<file path="config.mk">
export PLATFORM = sky130hd
export DESIGN_NAME = rcdp_top
export DESIGN_NICKNAME = d
export VERILOG_FILES = /design/src/shared/rcdp_pkg.sv /design/src/verilog/rcdp_top.sv /design/src/verilog/rcdp_parity_chk.sv
export VERILOG_INCLUDE_DIRS = /design/src /design/src/shared
export SDC_FILE = /design/constraint.sdc
export NUM_CORES = 1
export LEC_CHECK = 0
export BUFFER_PORTS_ARGS = -buffer_cell sky130_fd_sc_hd__buf_4
export CORE_ASPECT_RATIO = 1.1
export CORE_MARGIN = 8
export CORE_UTILIZATION = 45
export CTS_CLUSTER_DIAMETER = 80
export DETAILED_ROUTE_END_ITERATION = 16
export PLACE_DENSITY_LB_ADDON = 0.15
export SYNTH_ARGS = -nofsm -noshare
export SYNTH_HDL_FRONTEND = slang
export SYNTH_SLANG_ARGS = --single-unit
</file>
<file path="constraint.sdc">
create_clock -name clk -period 1.6 [get_ports clk]
set_input_delay 0.16 -clock clk [delete_from_list [all_inputs] [get_ports clk]]
set_output_delay 0.16 -clock clk [all_outputs]
set_load 0.005 [all_outputs]
</file>
<file path="src/shared/rcdp_defines.svh">
`ifndef RCDP_DEFINES_SVH
`define RCDP_DEFINES_SVH

// control word store layout
`define RCDP_CW_COUNT       16
`define RCDP_CW_WIDTH       4
`define RCDP_CW_ADDR_LSB    0
`define RCDP_CW_DATA_LSB    4
`define RCDP_CW_DEFAULT     4'h0
`define RCDP_CW_VENDOR_A    6
`define RCDP_CW_VENDOR_B    7

// output float option location
`define RCDP_CW_FLOAT_WORD  1
`define RCDP_CW_FLOAT_BIT   0

// fault output minimum low time in clock cycles
`define RCDP_FAULT_LOW_CYC  2

`endif

</file>
<file path="src/shared/rcdp_pkg.sv">
package rcdp_pkg;
	typedef logic [3:0] rcdp_cw_t;
	typedef logic [1:0] rcdp_cnt_t;
endpackage

</file>
<file path="src/verilog/rcdp_top.sv">
// Contract
// - Only words with some rank select low are parity checked.
// - Fault output goes low on third edge after the bad word.
// - Fault releases on fifth cycle after the last bad word.
// - Fault stays low at least two cycles unless reset or clock stop comes first.
// - Clock enable, rank select and termination inputs excluded from parity.
// - Control word writes are parity checked; bad ones are dropped.
// - Stopped clock floats all outputs but holds clock enables low.
// - Clock stop keeps control words; only reset clears them.
// - Float option with all selects high floats gated outputs.
// - Reset overrides power saving: float, fault high, enables low.
// - During reset selects, termination, data, clocks float.
// - After reset selects drive high, termination low, then follow.
// - Reset returns control words to zero, two vendor words excepted.
`timescale 1ns/1ps
`default_nettype none
`include "rcdp_defines.svh"
module rcdp_top #(
	parameter int                NCS          = 2,
	parameter int                AW           = 22,
	parameter rcdp_pkg::rcdp_cw_t VENDOR_A_DEF = 4'h0, // arbitrary value
	parameter rcdp_pkg::rcdp_cw_t VENDOR_B_DEF = 4'h0  // arbitrary value
) (
	input  wire logic           clk,
	input  wire logic           resetn,
	input  wire logic           clk_halt_in,
	input  wire logic [NCS-1:0] rank_select_in_n,
	input  wire logic           clk_en_in0,
	input  wire logic           clk_en_in1,
	input  wire logic           termination_ctl_in0,
	input  wire logic           termination_ctl_in1,
	input  wire logic [AW-1:0]  cmd_addr_in,
	input  wire logic           parity_bit_in,
	output logic      [AW-1:0]  registered_outputs,
	output logic                registered_oe,
	output logic      [NCS-1:0] rank_select_out_n,
	output logic                rank_select_out_oe,
	output logic      [1:0]     termination_ctl_out,
	output logic                termination_ctl_oe,
	output logic                clk_en_out_a0,
	output logic                clk_en_out_a1,
	output logic                clk_en_out_b0,
	output logic                clk_en_out_b1,
	output logic                clk_out_oe,
	output logic                input_bus_termination,
	output logic                parity_fault_out_n,
	output logic                parity_fault_oe
);
	import rcdp_pkg::*;

	localparam int CWN = `RCDP_CW_COUNT;
	localparam int CWW = `RCDP_CW_WIDTH;
	localparam int CAW = $clog2(CWN);

	logic [AW-1:0]      word_d;
	logic               acc_d;
	logic               mismatch;
	logic               err_late;
	logic               cw_we;
	logic [CAW-1:0]     cw_addr;
	rcdp_cw_t           cw_data;
	rcdp_cw_t           cw [CWN];
	logic [CWN*CWW-1:0] cw_flat;
	logic               float_en;
	logic               all_desel;
	rcdp_cnt_t          fault_cnt;
	logic               next_fault_oe;

	// access decode on the incoming word
	assign all_desel = &rank_select_in_n;

	rcdp_parity_chk #(
		.AW(AW)
	) u_chk (
		.clk          (clk),
		.resetn       (resetn),
		.word_in      (cmd_addr_in),
		.qual_in      (~all_desel),
		.acc_in       (~|rank_select_in_n),
		.parity_bit_in(parity_bit_in),
		.word_d       (word_d),
		.acc_d        (acc_d),
		.mismatch     (mismatch),
		.err_late     (err_late)
	);

	// control word write commits only with good parity, never while halted
	assign cw_we   = acc_d & ~mismatch & ~clk_halt_in;
	assign cw_addr = word_d[`RCDP_CW_ADDR_LSB +: CAW];
	assign cw_data = word_d[`RCDP_CW_DATA_LSB +: CWW];

	// one storage word per control word
	for (genvar g = 0; g < CWN; g++)
	begin : g_cw
		localparam rcdp_cw_t DEF = (g == `RCDP_CW_VENDOR_A) ? VENDOR_A_DEF :
			(g == `RCDP_CW_VENDOR_B) ? VENDOR_B_DEF : `RCDP_CW_DEFAULT;
		always_ff @(posedge clk or negedge resetn)
		begin
			if (!resetn)
				cw[g] <= DEF;
			else if (cw_we && cw_addr == CAW'(g))
				cw[g] <= cw_data;
		end
		assign cw_flat[g*CWW +: CWW] = cw[g];
	end

	assign float_en = cw[`RCDP_CW_FLOAT_WORD][`RCDP_CW_FLOAT_BIT];

	// fault hold: retimed by every new error, cleared by halt
	always_comb
	begin
		next_fault_oe = 1'b0;
		if (clk_halt_in)
			next_fault_oe = 1'b0;
		else if (err_late)
			next_fault_oe = 1'b1;
		else if (fault_cnt != '0)
			next_fault_oe = parity_fault_oe;
	end

	// open-drain fault pin and its hold counter
	always_ff @(posedge clk or negedge resetn)
	begin
		if (!resetn)
		begin
			parity_fault_oe    <= 1'b0;
			parity_fault_out_n <= 1'b1;
			fault_cnt          <= '0;
		end
		else
		begin
			parity_fault_oe    <= next_fault_oe;
			parity_fault_out_n <= ~next_fault_oe;
			if (clk_halt_in)
				fault_cnt <= '0;
			else if (err_late)
				fault_cnt <= rcdp_cnt_t'(`RCDP_FAULT_LOW_CYC - 1);
			else if (fault_cnt != '0)
				fault_cnt <= fault_cnt - 2'h1;
		end
	end

	// registered copies of the inputs
	always_ff @(posedge clk or negedge resetn)
	begin
		if (!resetn)
		begin
			registered_outputs  <= '0;
			rank_select_out_n   <= '1;
			termination_ctl_out <= 2'h0;
			clk_en_out_a0       <= 1'b0;
			clk_en_out_a1       <= 1'b0;
			clk_en_out_b0       <= 1'b0;
			clk_en_out_b1       <= 1'b0;
		end
		else if (clk_halt_in)
		begin
			clk_en_out_a0 <= 1'b0;
			clk_en_out_a1 <= 1'b0;
			clk_en_out_b0 <= 1'b0;
			clk_en_out_b1 <= 1'b0;
		end
		else
		begin
			registered_outputs  <= cmd_addr_in;
			rank_select_out_n   <= rank_select_in_n;
			termination_ctl_out <= {termination_ctl_in1, termination_ctl_in0};
			clk_en_out_a0       <= clk_en_in0;
			clk_en_out_a1       <= clk_en_in1;
			clk_en_out_b0       <= clk_en_in0;
			clk_en_out_b1       <= clk_en_in1;
		end
	end

	// output enables and input termination
	always_ff @(posedge clk or negedge resetn)
	begin
		if (!resetn)
		begin
			registered_oe         <= 1'b0;
			rank_select_out_oe    <= 1'b0;
			termination_ctl_oe    <= 1'b0;
			clk_out_oe            <= 1'b0;
			input_bus_termination <= 1'b0;
		end
		else if (clk_halt_in)
		begin
			registered_oe         <= 1'b0;
			rank_select_out_oe    <= 1'b0;
			termination_ctl_oe    <= 1'b0;
			clk_out_oe            <= 1'b0;
			input_bus_termination <= 1'b0;
		end
		else
		begin
			registered_oe         <= ~(float_en & all_desel);
			rank_select_out_oe    <= 1'b1;
			termination_ctl_oe    <= 1'b1;
			clk_out_oe            <= 1'b1;
			input_bus_termination <= 1'b1;
		end
	end
endmodule // rcdp_top
`default_nettype wire

</file>
<file path="src/verilog/rcdp_parity_chk.sv">
`timescale 1ns/1ps
`default_nettype none
module rcdp_parity_chk #(
	parameter int AW = 22
) (
	input  wire logic          clk,
	input  wire logic          resetn,
	input  wire logic [AW-1:0] word_in,
	input  wire logic          qual_in,
	input  wire logic          acc_in,
	input  wire logic          parity_bit_in,
	output logic      [AW-1:0] word_d,
	output logic               acc_d,
	output logic               mismatch,
	output logic               err_late
);
	logic qual_d;
	logic err_early;

	// hold word one cycle to meet its late parity bit
	always_ff @(posedge clk or negedge resetn)
	begin
		if (!resetn)
		begin
			word_d <= '0;
			qual_d <= 1'b0;
			acc_d  <= 1'b0;
		end
		else
		begin
			word_d <= word_in;
			qual_d <= qual_in;
			acc_d  <= acc_in;
		end
	end

	// even parity over covered bits, selected words only
	assign mismatch = qual_d & (^word_d ^ parity_bit_in);

	// two stages so the fault shows on the third edge
	always_ff @(posedge clk or negedge resetn)
	begin
		if (!resetn)
		begin
			err_early <= 1'b0;
			err_late  <= 1'b0;
		end
		else
		begin
			err_early <= mismatch;
			err_late  <= err_early;
		end
	end
endmodule // rcdp_parity_chk
`default_nettype wire

</file>
==> summary.md, run 1 <==
| Metric | Value |
|---|---|
| Status | `complete, but fails checks` |
| Failing checks | `negative setup slack` |
| DRC Markers | `0` |
| Final Hold Violating Endpoints | `0` |
| Power density over cell area | `around 1300 nW/um^2` |
| Final setup violation count | `2` |
| GPL Wtd Cong | `around 0.68` |
| EDFF count, synth | `0` |
| Die footprint | `between 7000 and 8000 um^2` |
| Number of library cell types mapped by synthesis | `24` |
| Fmax achieved | `0.536 GHz` |
| RSZ-0062 raised after global routing | `yes` |
| Max Cap Violations | `0` |
| Die width | `84.0 um` |
| Register area share after synthesis | `66.9%` |
| Synth top area cells | `dfrtp_1 (63%), mux2_2 (13%), xnor2_1 (4.6%), dfstp_2 (3.4%), xnor3_1 (3.0%)` |
| Peak VDD IR | `0.726 mV` |
| Max Buffers Root-to-Sink | `2` |
| Critical path capture point type | `flip-flop` |
| Crit path buffers/inverters | `0` |
| FF/Latch Area | `1530 um^2` |
| Lkg Pwr | `roughly 1.6 nW` |
| Area grow syn2layout | `46.2%` |
| Synthesized flop and latch total | `61` |
| Crit-path max cell delay | `0.45 ns` |
| Initial antenna violation count | `0` |
| # diodes | `0` |
| Pre-antenna DRT Iters | `4` |
| Critical-path top delay cell | `xnor3_2` |
| Layout cells sized above 1 | `45.8%` |
| Post-layout nets | `281` |
| I/O Pins | `just under 70` |
| Crit path kind | `reg2reg` |
| Actual slew at the worst max-slew pin | `around 0.74 ns` |
| DRT iter0 DRCs | `40` |
| Highest net fanout along the worst path | `3` |
| Slew headroom | `50.6%` |
| Hold Crit Class | `in2reg` |
| TritonCTS clock tree | `built` |
| Final Critical Period | `1.86 ns` |
| Core Region | `4970 um^2` |
| Post-CTS Setup Bufs | `0` |
| FP Rows | `27` |
| Async set-reset flop share out of synthesis | `100%` |
| # fillers | `363` |
| Vias per inst | `4.66` |
| Ys Warns | `0` |
| Port Buf Inserts | `68` |
| Predominant post-synthesis flop cell | `dfrtp_1` |
| Area of the multi-input gates | `~670 um^2` |
| Dpl hpwl | `3.23 mm` |
| Crit-path leading delay family | `XOR/XNOR gates` |
| Count leader, synth | `dfrtp_1` |
| Placed Cells | `267` |
| Critical Path AT | `2.07 ns` |
| Mapped Area | `roughly 2300 um^2` |
| Cell count after synthesis | `between 100 and 150` |
| Final Max Tran Viols | `0` |
| Detailed Route WL | `approximately 4.5 mm` |
| Largest net degree at the start of global routing | `a little over 60` |
| CTS resizes | `0` |
| Avg Cell Area, Syn | `15.4 um^2` |
| H-tree Lvls | `3` |
| Critical path startpoint category | `flip-flop` |
| GRT Resource Usage Total | `between 10% and 20%` |
| Post-synth top area share | `63.5%` |
| CTS Sinks | `61` |
| CTS clock-pin slew for the worst setup and hold paths | `~0.07 ns` |
| Post-synth top area cell | `dfrtp_1` |
| Fin crit share | `117%` |
| Non-Filler Instances | `between 300 and 400` |
| Fin Hold WS | `0.0515 ns` |
| Initial Util | `between 40% and 50%` |
| Final worst slack | `-0.265 ns` |
| Clk Latency, worst-skew pair | `between 0.3 and 0.4 ns` |
| First-pass GRT wire length | `7.73 mm` |
| Post-synth top cells | `dfrtp_1 (58), mux2_2 (26), xnor2_1 (12), inv_1 (8), nor2_1 (6)` |
| CP Cell Sequence | `xor2_1, xnor3_1, xnor3_2, mux2i_1, nand3_1` |
| Post-DRT Antenna Nets | `0` |
| Root Driver | `clkbuf_8` |
| WP data required | `1.81 ns` |
| Wirelength per Cell | `14.7 um` |
| Vias in the first global route | `1682` |
| Via count | `1439` |
| Total CTS buffers | `9` |
| Grt ovf | `0` |
| Die H | `a little over 90 um` |
| Clock Skew | `0.00249 ns` |
| Syn Nets | `184` |
## cell families after synthesis
group | after synthesis | share of synthesized area, %
XOR/XNOR | 17 | 8.97
adder cells (fa/ha/maj) | 3 | 1.64
multiplexers | 28 | 13.7
buffers and inverters | 17 | 3.61
AND/OR/NAND/NOR | 19 | 4.27
AO/OA/AOI/OAI | 4 | 0.930
flip-flops | 61 | 66.9
## stage by stage
step	power (mW)	cell area, um^2	setup slack, ns	TNS, ns	utilization, %
3_5_place_dp	2.58	2830	-0.276	-0.502	56.9
6_report	4.31	3340	-0.265	-0.470	67.3
2_1_floorplan	2.25	2290	-0.120	-0.212	-
3_3_place_gp	2.53	2830	-0.157	-0.290	56.9
4_1_cts	4.36	3340	-0.261	-0.522	67.3
5_1_grt	4.51	3340	-0.376	-0.672	67.3
## area by class of cell
type	instances	share of cell area, %
clock buffer	13	5.05
clock inverter	3	2.69
inverter	8	0.898
multi-input combinational	71	20.2
sequential	61	45.8
tap	58	2.17
timing repair buffer	95	23.3
## cell usage in the layout (no fill, tap or decap), drive strengths merged, types with 2 or more instances in the layout
master	n
buf	69
mux2i	2
clkbuf	13
a21oi	2
mux2	26
nor2b	5
inv	8
nor3	2
nor2	6
xnor2	12
xnor3	4
dfrtp	58
dlygate4sd3	26
ha	3
nand2	2
bufinv	3
dfstp	3
## report_power, final
part / switching (mW) / internal, mW / total (mW) / leakage [nW]
registers: 0.0838 / 1.72 / 1.80 / 0.714
logic: 0.301 / 0.478 / 0.779 / 0.752
clock network: 0.561 / 1.16 / 1.72 / 0.130
total: 0.945 / 3.36 / 4.31 / 1.60
## routing by layer
metal  wire length [um]  vias up  global-route usage, %
met5                  0        -                      0
met4                132        0                   9.08
met3                334       12                   4.78
met2               2370       50                   21.8
met1               1710      699                   12.7
li1                   -      678                      -
## what timing repair did
item	in CTS	in global routing
endpoints found under the setup margin	2	2
hold buffers	26	0
pin swaps	1	3
hold endpoints to repair	82	0
## registers in the layout (all words and copies together) (netlist names)
| signal | count |
|---|---|
| u_chk.err_early | 1 |
| parity_fault_out_n | 1 |
| registered_outputs | 22 |
| u_chk.word_d | 22 |
| rank_select_out_oe | 1 |
| termination_ctl_out | 2 |
| rank_select_out_n | 2 |
| parity_fault_oe | 1 |
| registered_oe | 1 |
| u_chk.err_late | 1 |
| clk_en_out_a1 | 1 |
| clk_en_out_b0 | 1 |
| cw | 1 |
| u_chk.acc_d | 1 |
| u_chk.qual_d | 1 |
| fault_cnt | 2 |
## path summary, 6_finish.rpt
| path | from | end | slack (ns) | cells after the start |
|---|---|---|---|---|
| hold reg to reg | u_chk.err_early | u_chk.err_late | 0.36 | 0 |
| setup reg to reg | u_chk.word_d[19] | cw[56] | -0.26 | 5 |
| max in group asynchronous | resetn | u_chk.word_d[0] | 0.67 | 2 |
| hold / removal | clk_en_in1 | clk_en_out_a1 | 0.05 | 2 |
| min in group asynchronous | resetn | registered_outputs[20] | 0.44 | 2 |
| setup / recovery | u_chk.word_d[19] | cw[56] | -0.26 | 5 |
Note: power is estimated with default switching activity, not from simulation.
==> run 2: changes to the inputs <==
CORE_UTILIZATION = 47   (was 45)
CTS_BUF_LIST = sky130_fd_sc_hd__clkbuf_2   (was not set)
==> run 2 against run 1 <==
Effect of this change:
- the flow still finishes with violations (negative setup slack)
- largest power group unchanged
- largest cell class unchanged
- first-iteration DRC count down 20%
- flip-flop and latch count is the same
- non-clock buffer count increased by 7
- total power is 23% lower
- clock-buffer cell count unchanged
==> summary.md, run 2 (synthesized netlist as in run 1, its figures left out) <==
| Metric | Value |
|---|---|
| Status | `complete, but fails checks` |
| Failing checks | `negative setup slack` |
| Actual slew at the worst max-slew pin | `0.738 ns (-0.00294 ns)` |
| RR Endpoint | `cw[56]` |
| Final Max Tran Viols | `0 (unchanged)` |
| Total power | `3.34 mW (-23%)` |
| Combinational share of power | `24.3% (+6.2 points)` |
| Lkg Pwr | `1.57 nW (-1.7%)` |
| TritonCTS clock tree | `built` |
| CTS clock-pin slew for the worst setup and hold paths | `0.16 ns (+0.09 ns)` |
| Fmax achieved | `0.536 GHz (about the same)` |
| RSZ-0062 raised after global routing | `yes` |
| Switching power | `0.908 mW (-4.0%)` |
| Sequential Power Share | `54.1% (+12 points)` |
| Final Hold Violating Endpoints | `0 (unchanged)` |
| Grt ovf | `0 (unchanged)` |
| Placed instance area | `2820 um^2 (about the same)` |
| Via count | `1460 (+1.5%)` |
| I/O Pins | `69 (unchanged)` |
| Biggest registers after layout | `registered_outputs: 22 flops, u_chk.word_d: 22 flops` |
| Post-DRT Antenna Nets | `0 (unchanged)` |
| Die width | `82.5 um (-1.7%)` |
| Die footprint | `7360 um^2 (-3.5%)` |
| Initial antenna violation count | `0 (unchanged)` |
| # diodes | `0 (unchanged)` |
| Total CTS buffers | `9 (unchanged)` |
| DRT iter0 DRCs | `32 (-20%)` |
| Global Route met2 Usage | `23.7% (+2.0 points)` |
| Internal power | `2.43 mW (-28%)` |
| Setup TNS | `-0.453 ns (+0.0170 ns)` |
| Crit path kind | `reg2reg` |
| Critical Path AT | `2.23 ns (+0.16 ns)` |
| Most common cell after layout, fill and taps aside | `buf_4` |
| Wirelength per Cell | `15.6 um (+5.9%)` |
| Routing usage on met3 | `7.24% (+2.5 points)` |
| Initial Util | `49.2% (+3.1 points)` |
| Vias per inst | `4.65 (-0.16%)` |
| Die H | `89.2 um (-1.8%)` |
| Critical path capture point type | `flip-flop` |
| GRT busiest layer | `met2` |
| Power density over cell area | `1020 nW/um^2 (-20%)` |
| Port Buf Inserts | `68 (unchanged)` |
| Pre-antenna DRT Iters | `4 (unchanged)` |
| Layout cells sized above 1 | `46.1% (+0.31 points)` |
| Detailed Route WL | `4.89 mm (+7.6%)` |
| Vias in the first global route | `1679 (-0.18%)` |
| Core Region | `4650 um^2 (-6.3%)` |
| Critical path startpoint category | `flip-flop` |
| GPL Wtd Cong | `0.742 (+9.2%)` |
| DRC Markers | `0 (unchanged)` |
| Clock Skew | `0.0164 ns (+0.0139 ns)` |
| Highest net fanout along the worst path | `3 (unchanged)` |
| Area grow syn2layout | `42.5%` |
| Peak VDD IR | `0.566 mV (-22%)` |
| Met1 Use GR | `15.0% (+2.3 points)` |
| Reg2Reg Setup Slack | `-0.27 ns (about the same)` |
| CTS Sinks | `61 (unchanged)` |
| Max Cap Violations | `0 (unchanged)` |
| Fin Hold WS | `0.281 ns (+0.229 ns)` |
| Net Sw Frac | `27.2% (+5.3 points)` |
| WP data required | `1.96 ns (+0.15 ns)` |
| Max Buffers Root-to-Sink | `2 (unchanged)` |
| Final setup violation count | `2 (unchanged)` |
| FP Rows | `26 (-3.7%)` |
| Largest net degree at the start of global routing | `62 (unchanged)` |
| Final Critical Period | `1.87 ns (+0.00129 ns)` |
| H-tree Lvls | `3 (unchanged)` |
| Cell area after layout | `3260 um^2 (-2.6%)` |
| Dpl ws | `-0.220 ns (+0.0560 ns)` |
| GRT Resource Usage Total | `14.4% (+1.5 points)` |
| Root Driver | `clkbuf_2` |
| Slew headroom | `50.8% (+0.20 points)` |
| Most frequent cells in the layout | `buf_4 (69), dfrtp_1 (58), dlygate4sd3_1 (33)` |
| Dpl hpwl | `3.23 mm (about the same)` |
| Post-layout nets | `288 (+2.5%)` |
| Hold Crit Class | `in2async` |
| Reg2reg start | `u_chk.word_d[3]` |
| Register-to-Register Path Depth | `7 (+2)` |
| Fin crit share | `117% (about the same)` |
| Final worst slack | `-0.266 ns (-0.00129 ns)` |
| First-pass GRT wire length | `7.74 mm (+0.17%)` |
| Clk network pwr share | `21.7% (-18 points)` |
| Clk Latency, worst-skew pair | `0.46 ns (+0.13 ns)` |
run 2: final cells by class:
type                       count  area (um^2)
tap                           56         70.1
clock buffer                  13         65.1
fill                         343         1390
timing repair buffer         102          848
inverter                       8         30.0
multi-input combinational     71          702
sequential                    61         1530
clock inverter                 3         12.5
run 2: how the worst max path moves through the flow:
| stage | endpoint | start | slack, ns |
|---|---|---|---|
| 2_1_floorplan | u_chk.err_early | u_chk.word_d[20] | -0.12 |
| 3_5_place_dp | cw[56] | u_chk.word_d[19] | -0.22 |
| 4_1_cts | cw[56] | u_chk.word_d[18] | -0.23 |
| 3_3_place_gp | u_chk.err_early | u_chk.word_d[20] | -0.15 |
| 5_1_grt | cw[56] | u_chk.word_d[2] | -0.34 |
| 6_report | cw[56] | u_chk.word_d[3] | -0.27 |
run 2: timing repair:
item,CTS,global route
hold buffers,33,0
setup buffers,0,0
gates resized for setup,0,5
endpoints found under the setup margin,2,2
pin swaps,3,4
endpoints found under the hold margin,112,0
run 2: stage by stage:
step,utilization (%),instances
final,70.0,314
after global routing,70.0,314
after CTS,69.4,314
after detailed placement,60.7,265
after global placement,60.7,265
after floorplan,-,149
run 2: metal layers:
| layer | wire [um] | share of wire (%) |
|---|---|---|
| met5 | 0 | 0 |
| met4 | 78 | 1.6 |
| met3 | 404 | 8.3 |
| met2 | 2490 | 51 |
| met1 | 1910 | 39 |
run 2: power groups by stage:
stage	Clock, mW	Combinational [mW]	Sequential [mW]
2_1_floorplan	0	0.427	1.82
3_3_place_gp	0	0.706	1.82
3_5_place_dp	0	0.745	1.83
4_1_cts	0.755	0.813	1.80
5_1_grt	0.832	0.890	1.82
6_report	0.722	0.810	1.80
run 2: critical path, stage by stage (launching register included):
cell and delay (ns):
dfrtp_1 0.40, inv_2 0.07, ha_4 0.20, xnor2_2 0.13
xnor2_1 0.15, xnor3_2 0.49, mux2i_1 0.23, nand3_1 0.11
==> run 3: changes to the inputs <==
CORE_MARGIN = 4   (was 8)
==> run 3 against run 2 <==
Effect of this change:
- the flow still finishes with violations (negative setup slack)
- global-route usage increased by 1.8 points
- first-iteration DRC count increased by 110%
- clock skew decreased by 0.0026 ns
- flip-flop and latch count unchanged
- register-to-register slack improved by 0.05 ns
- final cell count decreased by 1.3%
- highest routed layer unchanged
==> summary.md, run 3 (synthesized netlist as in run 1, its figures left out) <==
| Metric | Value |
|---|---|
| Final Max Tran Viols | `0 (unchanged)` |
| Non-Filler Instances | `310 (-1.3%)` |
| Critical path startpoint category | `flip-flop` |
| Register-to-Register Path Depth | `7 (unchanged)` |
| Critical Path AT | `2.17 ns (-0.06 ns)` |
| Dpl hpwl | `2.95 mm (-8.8%)` |
| GRT Resource Usage Total | `16.2% (+1.8 points)` |
| FF/Latch Area | `1530 um^2 (unchanged)` |
| GPL Wtd Cong | `0.665 (-10%)` |
| Detailed Route WL | `4.34 mm (-11%)` |
| Placed Cells | `265 (unchanged)` |
| Origin of the worst setup path | `u_chk.word_d[3]` |
| Post-layout nets | `285 (-1.0%)` |
| Vias in the first global route | `1535 (-8.6%)` |
| Crit-path max cell delay | `0.49 ns (about the same)` |
| Port Buf Inserts | `68 (unchanged)` |
| Most used cell, CP | `xnor2_1` |
| Clock Skew | `0.0138 ns (-0.00258 ns)` |
| Layout cells sized above 1 | `46.9% (+0.73 points)` |
| Die H | `81.2 um (-9.0%)` |
| DRT iter0 DRCs | `67 (+110%)` |
| Hold path start | `clk_halt_in` |
| Combinational share of power | `24.0% (-0.3 points)` |
| Max Cap Violations | `0 (unchanged)` |
| CTS Sinks | `61 (unchanged)` |
| Grt ovf | `0 (unchanged)` |
| Post-DRT Antenna Nets | `0 (unchanged)` |
| Initial Util | `48.8% (-0.34 points)` |
| Wirelength per Cell | `14.0 um (-10%)` |
| Switching power | `0.882 mW (-2.8%)` |
| Critical path capture point type | `flip-flop` |
| Clk network pwr share | `21.3% (-0.4 points)` |
| Cells on Worst Hold Path | `2` |
| TritonCTS clock tree | `built` |
| Dpl ws | `-0.199 ns (+0.0211 ns)` |
| Status | `complete, but fails checks` |
| Die footprint | `6050 um^2 (-18%)` |
| Hold Crit Class | `in2reg` |
| Via count | `1458 (-0.14%)` |
| WP data required | `1.96 ns (about the same)` |
| Fin crit share | `114% (-3.0 points)` |
| Pre-antenna DRT Iters | `6 (+2)` |
| Cell area after layout | `3220 um^2 (-1.0%)` |
| Largest net degree at the start of global routing | `62 (unchanged)` |
| Final worst slack | `-0.217 ns (+0.0488 ns)` |
| Peak VDD IR | `0.569 mV (+0.55%)` |
| Net Sw Frac | `26.8% (-0.43 points)` |
| Biggest registers after layout | `registered_outputs: 22 flops, u_chk.word_d: 22 flops` |
| Root Driver | `clkbuf_2` |
| Final Hold Violating Endpoints | `0 (unchanged)` |
| Total CTS buffers | `9 (unchanged)` |
| Internal power | `2.41 mW (-0.70%)` |
| Fmax achieved | `0.550 GHz (+2.7%)` |
| FP Rows | `26 (unchanged)` |
| Most frequent cells in the layout | `buf_4 (69), dfrtp_1 (58), dlygate4sd3_1 (30)` |
| Initial antenna violation count | `0 (unchanged)` |
| Clk Latency, worst-skew pair | `0.45 ns (about the same)` |
| Final Critical Period | `1.82 ns (-0.0488 ns)` |
| Most common cell after layout, fill and taps aside | `buf_4` |
| # fillers | `359 (+4.7%)` |
| I/O Pins | `69 (unchanged)` |
| RSZ-0062 raised after global routing | `yes` |
| Vias per inst | `4.70 (+1.2%)` |
| Final setup violation count | `2 (unchanged)` |
| Reg2reg start | `u_chk.word_d[3]` |
| CTS clock-pin slew for the worst setup and hold paths | `0.15 ns (about the same)` |
| CP Cell Sequence | `inv_2, ha_4, xnor2_2, xnor2_1, xnor3_2, xnor2_1, and2_1` |
| H-tree Lvls | `3 (unchanged)` |
| Failing checks | `negative setup slack` |
| # diodes | `0 (unchanged)` |
| Core Region | `4680 um^2 (+0.70%)` |
| Actual slew at the worst max-slew pin | `0.730 ns (-0.00818 ns)` |
| First-pass GRT wire length | `7.07 mm (-8.7%)` |
| Lkg Pwr | `1.55 nW (-1.1%)` |
| Slew headroom | `51.3% (+0.55 points)` |
| Total power | `3.29 mW (-1.3%)` |
| Crit path kind | `reg2reg` |
| Critical-path top delay cell | `xnor3_2` |
| Area grow syn2layout | `41.0%` |
| Power density over cell area | `1020 nW/um^2 (-0.25%)` |
| DRC Markers | `0 (unchanged)` |
| Area of the multi-input gates | `702 um^2 (unchanged)` |
| Max Buffers Root-to-Sink | `2 (unchanged)` |
| Placed instance area | `2820 um^2 (unchanged)` |
| Highest net fanout along the worst path | `3 (unchanged)` |
| Sequential Power Share | `54.7% (+0.6 points)` |
| Post-CTS Setup Bufs | `0 (unchanged)` |
| Die width | `74.5 um (-9.7%)` |
-- run 3: path summary, 6_finish.rpt --
check / to / slack [ns]
hold / removal: registered_outputs[10] / 0.15
max in group asynchronous: u_chk.word_d[3] / 0.82
min in group asynchronous: registered_outputs[16] / 0.29
hold reg to reg: u_chk.err_late / 0.37
setup reg to reg: u_chk.err_early / -0.22
setup / recovery: u_chk.err_early / -0.22
-- run 3: timing repair --
item                                   in CTS  in global routing
setup endpoints to repair                   2                  2
gates cloned                                0                  0
hold buffers                               30                  0
gates resized for setup                     1                  4
endpoints found under the hold margin     111                  0
pin swaps                                   0                  4
-- run 3: critical path, delay by kind of cell (launching register included) --
kind | cells | cell delay (ns)
buf+inv | 1 | 0.07
xor+xnor | 4 | 0.92
fa+ha+maj | 1 | 0.20
simple gates | 1 | 0.15
flops | 1 | 0.39
-- run 3: cell type report --
class	count	share of cell area [%]
clock buffer	12	1.86
clock inverter	3	0.427
inverter	8	0.931
multi-input combinational	71	21.8
sequential	61	47.5
tap	56	2.17
timing repair buffer	99	25.4
-- run 3: through the flow --
step / utilization, % / TNS, ns / hold slack, ns
after floorplan: - / -0.212 / -0.136
after global placement: 60.3 / -0.276 / 0.254
after detailed placement: 60.3 / -0.385 / 0.273
after CTS: 68.4 / -0.415 / 0.108
after global routing: 68.8 / -0.595 / 0.108
final: 68.8 / -0.402 / 0.146
-- run 3: power by group through the flow --
stage	clock network (mW)	logic [mW]	registers, mW
floorplan	0	0.427	1.82
global placement	0	0.701	1.82
detailed placement	0	0.732	1.83
CTS	0.725	0.799	1.80
global route	0.795	0.872	1.82
finish	0.700	0.791	1.80
-- run 3: layer usage --
metal	track usage, %	wire, um
met1	17.4	1680
met4	9.07	67
met5	0	0
met2	28.2	2340
met3	4.46	245
